[config.mk]
export PLATFORM = sky130hd
export DESIGN_NAME = mrlc_control
export DESIGN_NICKNAME = d
export VERILOG_FILES = /design/src/hdl/mrlc_pkg.sv /design/src/hdl/mrlc_pair_timer.sv /design/src/hdl/mrlc_control.sv
export SDC_FILE = /design/constraint.sdc
export NUM_CORES = 1
export LEC_CHECK = 0
export BUFFER_PORTS_ARGS = -buffer_cell sky130_fd_sc_hd__buf_2
export CAP_MARGIN = 20
export CORE_MARGIN = 8
export CORE_UTILIZATION = 35
export CTS_BUF_LIST = sky130_fd_sc_hd__clkbuf_16
export CTS_CLUSTER_DIAMETER = 50
export CTS_CLUSTER_SIZE = 14
export DETAILED_ROUTE_END_ITERATION = 7
export SYNTH_ARGS = -nofsm -noshare
export SYNTH_HDL_FRONTEND = slang
export SYNTH_SLANG_ARGS = --single-unit
export TNS_END_PERCENT = 1
[constraint.sdc]
create_clock -name clock -period 3.5 [get_ports clock]
set_clock_uncertainty 0.2 [all_clocks]
set_input_delay 0.175 -clock clock [delete_from_list [all_inputs] [get_ports clock]]
set_output_delay 0.175 -clock clock [all_outputs]
set_load 0.01 [all_outputs]
[src/hdl/mrlc_pkg.sv]
// Constants and carrier types of the mute, reset and lamp control block
// Summary of operation
// - A reset closure counts as valid only if held between a quarter second and two seconds and then released.
// - After a stop command in run or stopped mode the block stays latched stopped until a valid manual reset; muted mode ignores the stop command.
// - A lockout returns to stopped only after the fault is gone, the input was cycled and a valid reset follows; a second valid reset then enters run.
// - Muting starts only when both devices of a pair become active within three seconds of each other.
// - There are two muting pairs, each with a sourcing and a sinking input, and at least one full pair is used.
// - The mute lamp output is lit whenever the block is muted and override is inactive.
// - During override the mute lamp output flashes instead of staying steady.
// - The lamp check switch off in both banks selects a monitored lamp, on in both selects a non-monitored output.
// - With a monitored lamp a detected lamp failure is flagged and blocks entry into muting.
// - The two switch banks must match and must not change while running, else the block locks out.
package mrlc_pkg;

	localparam int unsigned CLOCK_HZ          = 40_000_000;
	localparam int unsigned RESET_MIN_MS      = 250;
	localparam int unsigned RESET_MAX_MS      = 2000;
	localparam int unsigned SIMUL_MS          = 3000;
	localparam int unsigned FLASH_HALF_MS     = 250;
	localparam int unsigned RESET_MIN_CYCLES  = (CLOCK_HZ / 1000) * RESET_MIN_MS;
	localparam int unsigned RESET_MAX_CYCLES  = (CLOCK_HZ / 1000) * RESET_MAX_MS;
	localparam int unsigned SIMUL_CYCLES      = (CLOCK_HZ / 1000) * SIMUL_MS;
	localparam int unsigned FLASH_HALF_CYCLES = (CLOCK_HZ / 1000) * FLASH_HALF_MS;
	localparam int unsigned TIMER_WIDTH       = 32;

	typedef enum {
		MRLC_STOPPED,
		MRLC_RUN,
		MRLC_MUTED,
		MRLC_LOCKOUT
	} mrlc_mode_type;

	typedef struct packed {
		logic first_pair_sourcing_input;
		logic first_pair_sinking_input;
		logic second_pair_sourcing_input;
		logic second_pair_sinking_input;
	} mrlc_mute_in_type;

	typedef struct packed {
		logic lamp_check_select_switch_a;
		logic lamp_check_select_switch_b;
	} mrlc_switch_type;

	typedef struct packed {
		logic muted;
		logic stopped;
		logic lockout;
		logic lamp_fault;
		logic reset_accepted;
	} mrlc_status_type;

endpackage : mrlc_pkg

[src/hdl/mrlc_pair_timer.sv]
// Simultaneity checker for one pair of muting devices
module mrlc_pair_timer #(
	parameter int unsigned WINDOW_CYCLES = mrlc_pkg::SIMUL_CYCLES
) (
	input  wire logic clock,
	input  wire logic srst,
	input  wire logic dev_a,
	input  wire logic dev_b,
	output logic      pair_ok
);
	import mrlc_pkg::*;

	initial begin
		if (WINDOW_CYCLES < 1) $error("mrlc_pair_timer: window must be at least one cycle");
	end

	typedef struct packed {
		logic [TIMER_WIDTH-1:0] count;
		logic                   timing;
		logic                   ok;
	} mrlc_pair_state_type;

	mrlc_pair_state_type state;
	mrlc_pair_state_type next_state;

	// ------------------------------------------------------------
	// Pair qualification
	// ------------------------------------------------------------
	always_comb begin
		next_state = state;
		if (!dev_a && !dev_b) begin
			next_state.timing = 1'b0;
			next_state.ok     = 1'b0;
			next_state.count  = '0;
		end else if (dev_a && dev_b) begin
			// Both rising on one edge counts as simultaneous
			if ((state.timing && state.count < TIMER_WIDTH'(WINDOW_CYCLES)) || (!state.timing && state.count == '0))
				next_state.ok = 1'b1;
			// Mark the pair as used so one device alone cannot restart it
			if (state.count == '0)
				next_state.count = TIMER_WIDTH'(1);
			next_state.timing = 1'b0;
		end else if (!state.ok) begin
			if (!state.timing && state.count == '0) begin
				next_state.timing = 1'b1;
				next_state.count  = TIMER_WIDTH'(1);
			end else if (state.timing) begin
				if (state.count >= TIMER_WIDTH'(WINDOW_CYCLES))
					next_state.timing = 1'b0;
				else
					next_state.count = state.count + TIMER_WIDTH'(1);
			end
		end else begin
			next_state.ok = 1'b0;
		end
	end

	always_ff @(posedge clock) begin
		if (srst)
			state <= '0;
		else
			state <= next_state;
	end

	assign pair_ok = state.ok;

endmodule : mrlc_pair_timer

[src/hdl/mrlc_control.sv]
// Top of the mute, reset and lamp control block
module mrlc_control #(
	parameter int unsigned RESET_MIN  = mrlc_pkg::RESET_MIN_CYCLES,
	parameter int unsigned RESET_MAX  = mrlc_pkg::RESET_MAX_CYCLES,
	parameter int unsigned SIMUL      = mrlc_pkg::SIMUL_CYCLES,
	parameter int unsigned FLASH_HALF = mrlc_pkg::FLASH_HALF_CYCLES
) (
	input  wire logic                       clock,
	input  wire logic                       srst,
	input  wire logic                       reset_switch_input,
	input  wire logic                       stop_command,
	input  wire logic                       fault_present,
	input  wire logic                       fault_input_cycled,
	input  wire logic                       override_active,
	input  wire logic                       mute_request,
	input  wire mrlc_pkg::mrlc_mute_in_type mute_in,
	input  wire mrlc_pkg::mrlc_switch_type  switches,
	input  wire logic                       lamp_sense_ok,
	output logic                            muted_indicator_output,
	output logic                            reset_switch_supply,
	output mrlc_pkg::mrlc_status_type       status
);
	import mrlc_pkg::*;

	initial begin
		if (RESET_MIN < 1 || RESET_MAX <= RESET_MIN) $error("mrlc_control: bad reset hold window");
		if (FLASH_HALF < 1) $error("mrlc_control: flash period must be at least one cycle");
	end

	typedef struct packed {
		mrlc_mode_type          mode;
		logic [TIMER_WIDTH-1:0] hold;
		logic                   held;
		logic                   reset_pulse;
		logic [TIMER_WIDTH-1:0] flash_count;
		logic                   flash;
		logic                   lamp;
		logic                   lamp_fault;
		logic                   cycled;
		logic                   sw_captured;
		mrlc_switch_type        sw_ref;
	} mrlc_state_type;

	mrlc_state_type state;
	mrlc_state_type next_state;
	logic           pair1_ok;
	logic           pair2_ok;
	logic           pairs_ok;
	logic           sw_bad;
	logic           monitored;

	// ------------------------------------------------------------
	// Pair timers
	// ------------------------------------------------------------
	// Sourcing and sinking inputs arrive as active-high levels
	mrlc_pair_timer #(.WINDOW_CYCLES(SIMUL)) pair1 (
		.clock   (clock),
		.srst    (srst),
		.dev_a   (mute_in.first_pair_sourcing_input),
		.dev_b   (mute_in.first_pair_sinking_input),
		.pair_ok (pair1_ok)
	);

	mrlc_pair_timer #(.WINDOW_CYCLES(SIMUL)) pair2 (
		.clock   (clock),
		.srst    (srst),
		.dev_a   (mute_in.second_pair_sourcing_input),
		.dev_b   (mute_in.second_pair_sinking_input),
		.pair_ok (pair2_ok)
	);

	// Unused second pair with both inputs inactive does not block the first
	assign pairs_ok = pair1_ok || pair2_ok;

	// ------------------------------------------------------------
	// Configuration check
	// ------------------------------------------------------------
	assign sw_bad    = (switches.lamp_check_select_switch_a != switches.lamp_check_select_switch_b) ||
	                   (state.sw_captured && switches != state.sw_ref);
	assign monitored = !state.sw_ref.lamp_check_select_switch_a;

	// ------------------------------------------------------------
	// Next state
	// ------------------------------------------------------------
	always_comb begin
		next_state             = state;
		next_state.reset_pulse = 1'b0;
		if (!state.sw_captured) begin
			next_state.sw_captured = 1'b1;
			next_state.sw_ref      = switches;
		end

		// Reset hold timing
		if (reset_switch_input) begin
			if (!state.held) begin
				next_state.held = 1'b1;
				next_state.hold = TIMER_WIDTH'(1);
			end else if (state.hold <= TIMER_WIDTH'(RESET_MAX)) begin
				next_state.hold = state.hold + TIMER_WIDTH'(1);
			end
		end else if (state.held) begin
			next_state.held = 1'b0;
			next_state.hold = '0;
			if (state.hold >= TIMER_WIDTH'(RESET_MIN) && state.hold <= TIMER_WIDTH'(RESET_MAX))
				next_state.reset_pulse = 1'b1;
		end

		// Lamp flash timing
		if (state.flash_count + TIMER_WIDTH'(1) >= TIMER_WIDTH'(FLASH_HALF)) begin
			next_state.flash_count = '0;
			next_state.flash       = !state.flash;
		end else begin
			next_state.flash_count = state.flash_count + TIMER_WIDTH'(1);
		end

		// Lamp failure detection on a monitored lamp while lit
		if (monitored && state.lamp && !lamp_sense_ok)
			next_state.lamp_fault = 1'b1;

		if (fault_input_cycled && !fault_present)
			next_state.cycled = 1'b1;

		case (state.mode)
			MRLC_STOPPED: begin
				if (state.reset_pulse && !stop_command)
					next_state.mode = MRLC_RUN;
			end
			MRLC_RUN: begin
				if (stop_command)
					next_state.mode = MRLC_STOPPED;
				else if (mute_request && pairs_ok && !state.lamp_fault)
					next_state.mode = MRLC_MUTED;
			end
			MRLC_MUTED: begin
				if (!pairs_ok || !mute_request)
					next_state.mode = MRLC_RUN;
			end
			MRLC_LOCKOUT: begin
				if (state.reset_pulse && state.cycled && !fault_present && !sw_bad) begin
					next_state.mode       = MRLC_STOPPED;
					next_state.cycled     = 1'b0;
					next_state.lamp_fault = monitored && state.lamp && !lamp_sense_ok;
				end
			end
			default: begin
				next_state.mode = MRLC_LOCKOUT;
			end
		endcase

		if (state.mode == MRLC_STOPPED && state.reset_pulse && !stop_command && !fault_present)
			next_state.mode = MRLC_RUN;

		if ((fault_present || sw_bad) && state.mode != MRLC_LOCKOUT) begin
			next_state.mode   = MRLC_LOCKOUT;
			next_state.cycled = 1'b0;
		end

		// Lamp drive
		if (override_active)
			next_state.lamp = state.flash;
		else
			next_state.lamp = (next_state.mode == MRLC_MUTED);
	end

	always_ff @(posedge clock) begin
		if (srst) begin
			state      <= '0;
			state.mode <= MRLC_STOPPED;
		end else begin
			state <= next_state;
		end
	end

	// ------------------------------------------------------------
	// Outputs
	// ------------------------------------------------------------
	assign muted_indicator_output = state.lamp;
	assign reset_switch_supply    = 1'b1;
	assign status.muted           = (state.mode == MRLC_MUTED);
	assign status.stopped         = (state.mode == MRLC_STOPPED);
	assign status.lockout         = (state.mode == MRLC_LOCKOUT);
	assign status.lamp_fault      = state.lamp_fault;
	assign status.reset_accepted  = state.reset_pulse;

endmodule : mrlc_control

==> implementation parameters <==
Parameter                              Value

Timing
  Count of final setup violators    0
  Number of failing hold endpoints at the final stage    0
  Post-route clock period utilization    0.9206
  Pins over their slew limit    0
  Final critical path time including I/O delays and setup    3222 ps
  Worst hold slack    70.49 ps
  Worst Tran Pin Value    926.8 ps
  Relative slew slack    0.3821
  Setup TNS Final    0 ps
  Max Clk Rate    310.3 MHz
  Setup repair after global routing missed its margin    false

Clocking
  Clk root buf    sky130_fd_sc_hd__clkbuf_16
  Maximum count of clock buffers along a single path    2
  Number of clock sinks    173
  Clk Latency, worst-skew pair    430 ps
  Resize count post-CTS    0
  H-Tree Depth    4
  Clock tree from TritonCTS    yes
  TritonCTS buffer count    17
  CTS clock-pin slew for the worst setup and hold paths    60 ps

Floorplanning
  Placement Rows    55
  Horizontal die dimension    167.3 um
  I/O pin count    22
  Core region area    22,570 sq um
  Y dimension of the die    167.3 um
  Area enclosed by the die boundary    28,000 sq um
  Initial Utilization    0.3551

Setup path
  Worst setup path category    flip-flop to flip-flop
  Cell with the largest stage delay on the worst path    sky130_fd_sc_hd__a2111o_1
  Critical Path Fanout Max    17
  CP top delay family    simple AND/OR/NAND/NOR gates
  Startpoint class of the critical path    flip-flop
  Cells along the critical path    inv_1, ha_1, or4b_4, nor4_4, o21ai_2, a2111o_1, or4_1, a21oi_1
  Kind of capture point of the worst setup path    flip-flop
  Count of buffer and inverter cells on the critical path    1
  Data required, critical path    3660 ps
  Largest stage delay on the critical path    650 ps
  Data arrival, critical path    3380 ps

Synthesis
  Flop and latch count out of synthesis    173
  Average footprint of a synthesized cell    8.464 sq um
  Netlist cell types    74
  Count of yosys warnings during synthesis    0
  Most area-hungry cell type in the Yosys netlist    sky130_fd_sc_hd__dfxtp_1
  Post-synth top cells    sky130_fd_sc_hd__dfxtp_1, sky130_fd_sc_hd__nor2_1, sky130_fd_sc_hd__nand2_1
  EDFF count, synth    0
  Most repeated cell in the gate-level netlist after synthesis    sky130_fd_sc_hd__dfxtp_1
  Proportion of register bits with asynchronous set or reset after synthesis    0
  Ys flop type    sky130_fd_sc_hd__dfxtp_1
  Sequential element share of the synthesized area    0.4321
  Cell area after synthesis    8015 sq um
  Cell types with the largest area share after synthesis    sky130_fd_sc_hd__dfxtp_1, sky130_fd_sc_hd__xnor2_1, sky130_fd_sc_hd__nor2_1, sky130_fd_sc_hd__a21oi_1, sky130_fd_sc_hd__nand2_1
  Share of Yosys cell area claimed by the top area cell type    0.4321
  Mapped Cells    947

Pwr
  Leak Pwr    0.003202 uW
  Areal power density over the cells    430.3 nW/um^2
  Worst supply voltage drop on vdd    0.0003420 V

Global routing
  Overall fraction of global-route tracks in use    0.1292
  Pin count of the biggest net entering global routing    29
  Global route total overflow    0
  Via count of the first global-routing pass    6,458
  Number of antenna violations at the first check in global routing    0
  Wire length of the first global-routing pass    30.59 mm

Run status
  Result of the run    completed

Layout
  Share of post-route cells with drive strength above 1    0.08163
  Layout net count    1,038
  N_diodes    0
  Area growth, synth to finish    15.77%

Routing
  First-pass iteration count of the detailed router    5
  Final routed DRC violation total    0
  Drt initial violations    319
  Ratio of routed vias to standard cells    5.256
  Post-DRT Antenna Nets    0
  Wire length per cell after detailed routing    13.67 um
  Routed vias    6,906
  Wire length reported by the detailed router    17.96 mm

Place
  Quantity of I/O buffers inserted on ports    20
  GP Congestion    0.8256
  Dpl hpwl    12.36 mm

Worst hold path
  Worst hold path type    primary input to flip-flop

Run
  # Max-Cap Violations    0
## cells in the final DEF, fill, tap and decap left out, types with 8 or more instances in the layout
master                          count
sky130_fd_sc_hd__dlygate4sd3_1     18
sky130_fd_sc_hd__nor4_1            43
sky130_fd_sc_hd__or4_1             20
sky130_fd_sc_hd__inv_1             33
sky130_fd_sc_hd__xor2_1             9
sky130_fd_sc_hd__conb_1            39
sky130_fd_sc_hd__buf_4             15
sky130_fd_sc_hd__a31oi_1            8
sky130_fd_sc_hd__a21oi_1           58
sky130_fd_sc_hd__nand4_1           30
sky130_fd_sc_hd__a2111oi_0          8
sky130_fd_sc_hd__clkbuf_16         17
sky130_fd_sc_hd__nand3_1           48
sky130_fd_sc_hd__buf_2             21
sky130_fd_sc_hd__nand2_1           73
sky130_fd_sc_hd__xnor2_1           51
sky130_fd_sc_hd__dfxtp_1          173
sky130_fd_sc_hd__or3_1             16
sky130_fd_sc_hd__and3_1            23
sky130_fd_sc_hd__o21ai_0           28
sky130_fd_sc_hd__o31ai_1           17
sky130_fd_sc_hd__o21a_1            10
sky130_fd_sc_hd__nor3_1            17
sky130_fd_sc_hd__nor2_1           109
sky130_fd_sc_hd__and2_1            20
## registers in the layout (all words and copies together), names as in the netlist
| name | count |
|---|---|
| status | 2 |
| pair1.state | 33 |
| pair1.pair_ok | 1 |
| pair2.state | 33 |
| state | 102 |
| muted_indicator_output | 1 |
| pair2.pair_ok | 1 |
## where the power goes
| group | internal, uW | total [uW] | switching [uW] | leakage [uW] |
|---|---|---|---|---|
| registers | 2010 | 2030 | 27.6 | 0.00141 |
| logic | 86.7 | 217 | 130 | 0.00152 |
| clock network | 963 | 1740 | 778 | 0.000273 |
## cell families (layout without fill, tap and decap cells)
| group | after synthesis | count (layout) | synth area share |
|---|---|---|---|
| AO/OA/AOI/OAI | 183 | 183 | 0.1494 |
| AND/OR/NAND/NOR | 443 | 443 | 0.2947 |
| flip-flops | 173 | 173 | 0.4321 |
| multiplexers | 8 | 8 | 0.01015 |
| adder cells (fa/ha/maj) | 7 | 7 | 0.01093 |
| XOR/XNOR | 60 | 60 | 0.06556 |
| buffers and inverters | 71 | 116 | 0.03622 |
| other | 2 | 39 | 0.0009370 |
## worst register-to-register path, cell delays in order (launching register included)
cell                       delay [ps]
sky130_fd_sc_hd__dfxtp_1          340
sky130_fd_sc_hd__inv_1             90
sky130_fd_sc_hd__ha_1             170
sky130_fd_sc_hd__or4b_4           480
sky130_fd_sc_hd__nor4_4           350
sky130_fd_sc_hd__o21ai_2          190
sky130_fd_sc_hd__a2111o_1         650
sky130_fd_sc_hd__or4_1            540
sky130_fd_sc_hd__a21oi_1          150
## routing by layer
layer / GRT usage / wire length [um] / up-vias
met2: 0.2159 / 8388 / 114
met1: 0.1625 / 8622 / 3219
met5: 0 / 0 / -
met4: 0.03416 / 192 / 0
li1: - / - / 3553
met3: 0.03362 / 752 / 20
## final cells by class
type / count / area [sq um]
Timing Repair Buffer: 54 / 397.9
Multi-Input combinational cell: 740 / 4413
Clock buffer: 17 / 425.4
Clock inverter: 15 / 110.1
Fill cell: 2318 / 13290
Sequential cell: 173 / 3463
Inverter: 30 / 112.6
Tap cell: 285 / 356.6
## final timing paths
check | endpoint | start | cells after the start | slack [ps]
setup / recovery | pair2.state[27] | pair2.state[2] | 8 | 280
hold / removal | pair1.state[8] | mute_in[3] | 3 | 70
setup reg to reg | pair2.state[27] | pair2.state[2] | 8 | 280
hold reg to reg | pair1.state[32] | pair1.state[32] | 1 | 250
## stage by stage
stage | setup WS [ps] | instances | total power [uW] | util | cell area, sq um
after floorplan | 672.4 | 984 | 2218 | - | 8154
after global placement | 370.5 | 1263 | 2280 | 0.3792 | 8558
after detailed placement | 296.3 | 1263 | 2281 | 0.3792 | 8558
after CTS | 264.5 | 1313 | 4045 | 0.4109 | 9274
after global routing | 87.60 | 1314 | 4153 | 0.4111 | 9279
final | 277.8 | 1314 | 3992 | 0.4111 | 9279
## timing repair
item                                    4_1_cts  5_1_grt
endpoints found under the hold margin        18        0
hold buffers                                 18        0
setup buffers                                 0        0
endpoints found under the setup margin        0        0
Note: power is estimated with default switching activity, not from simulation.
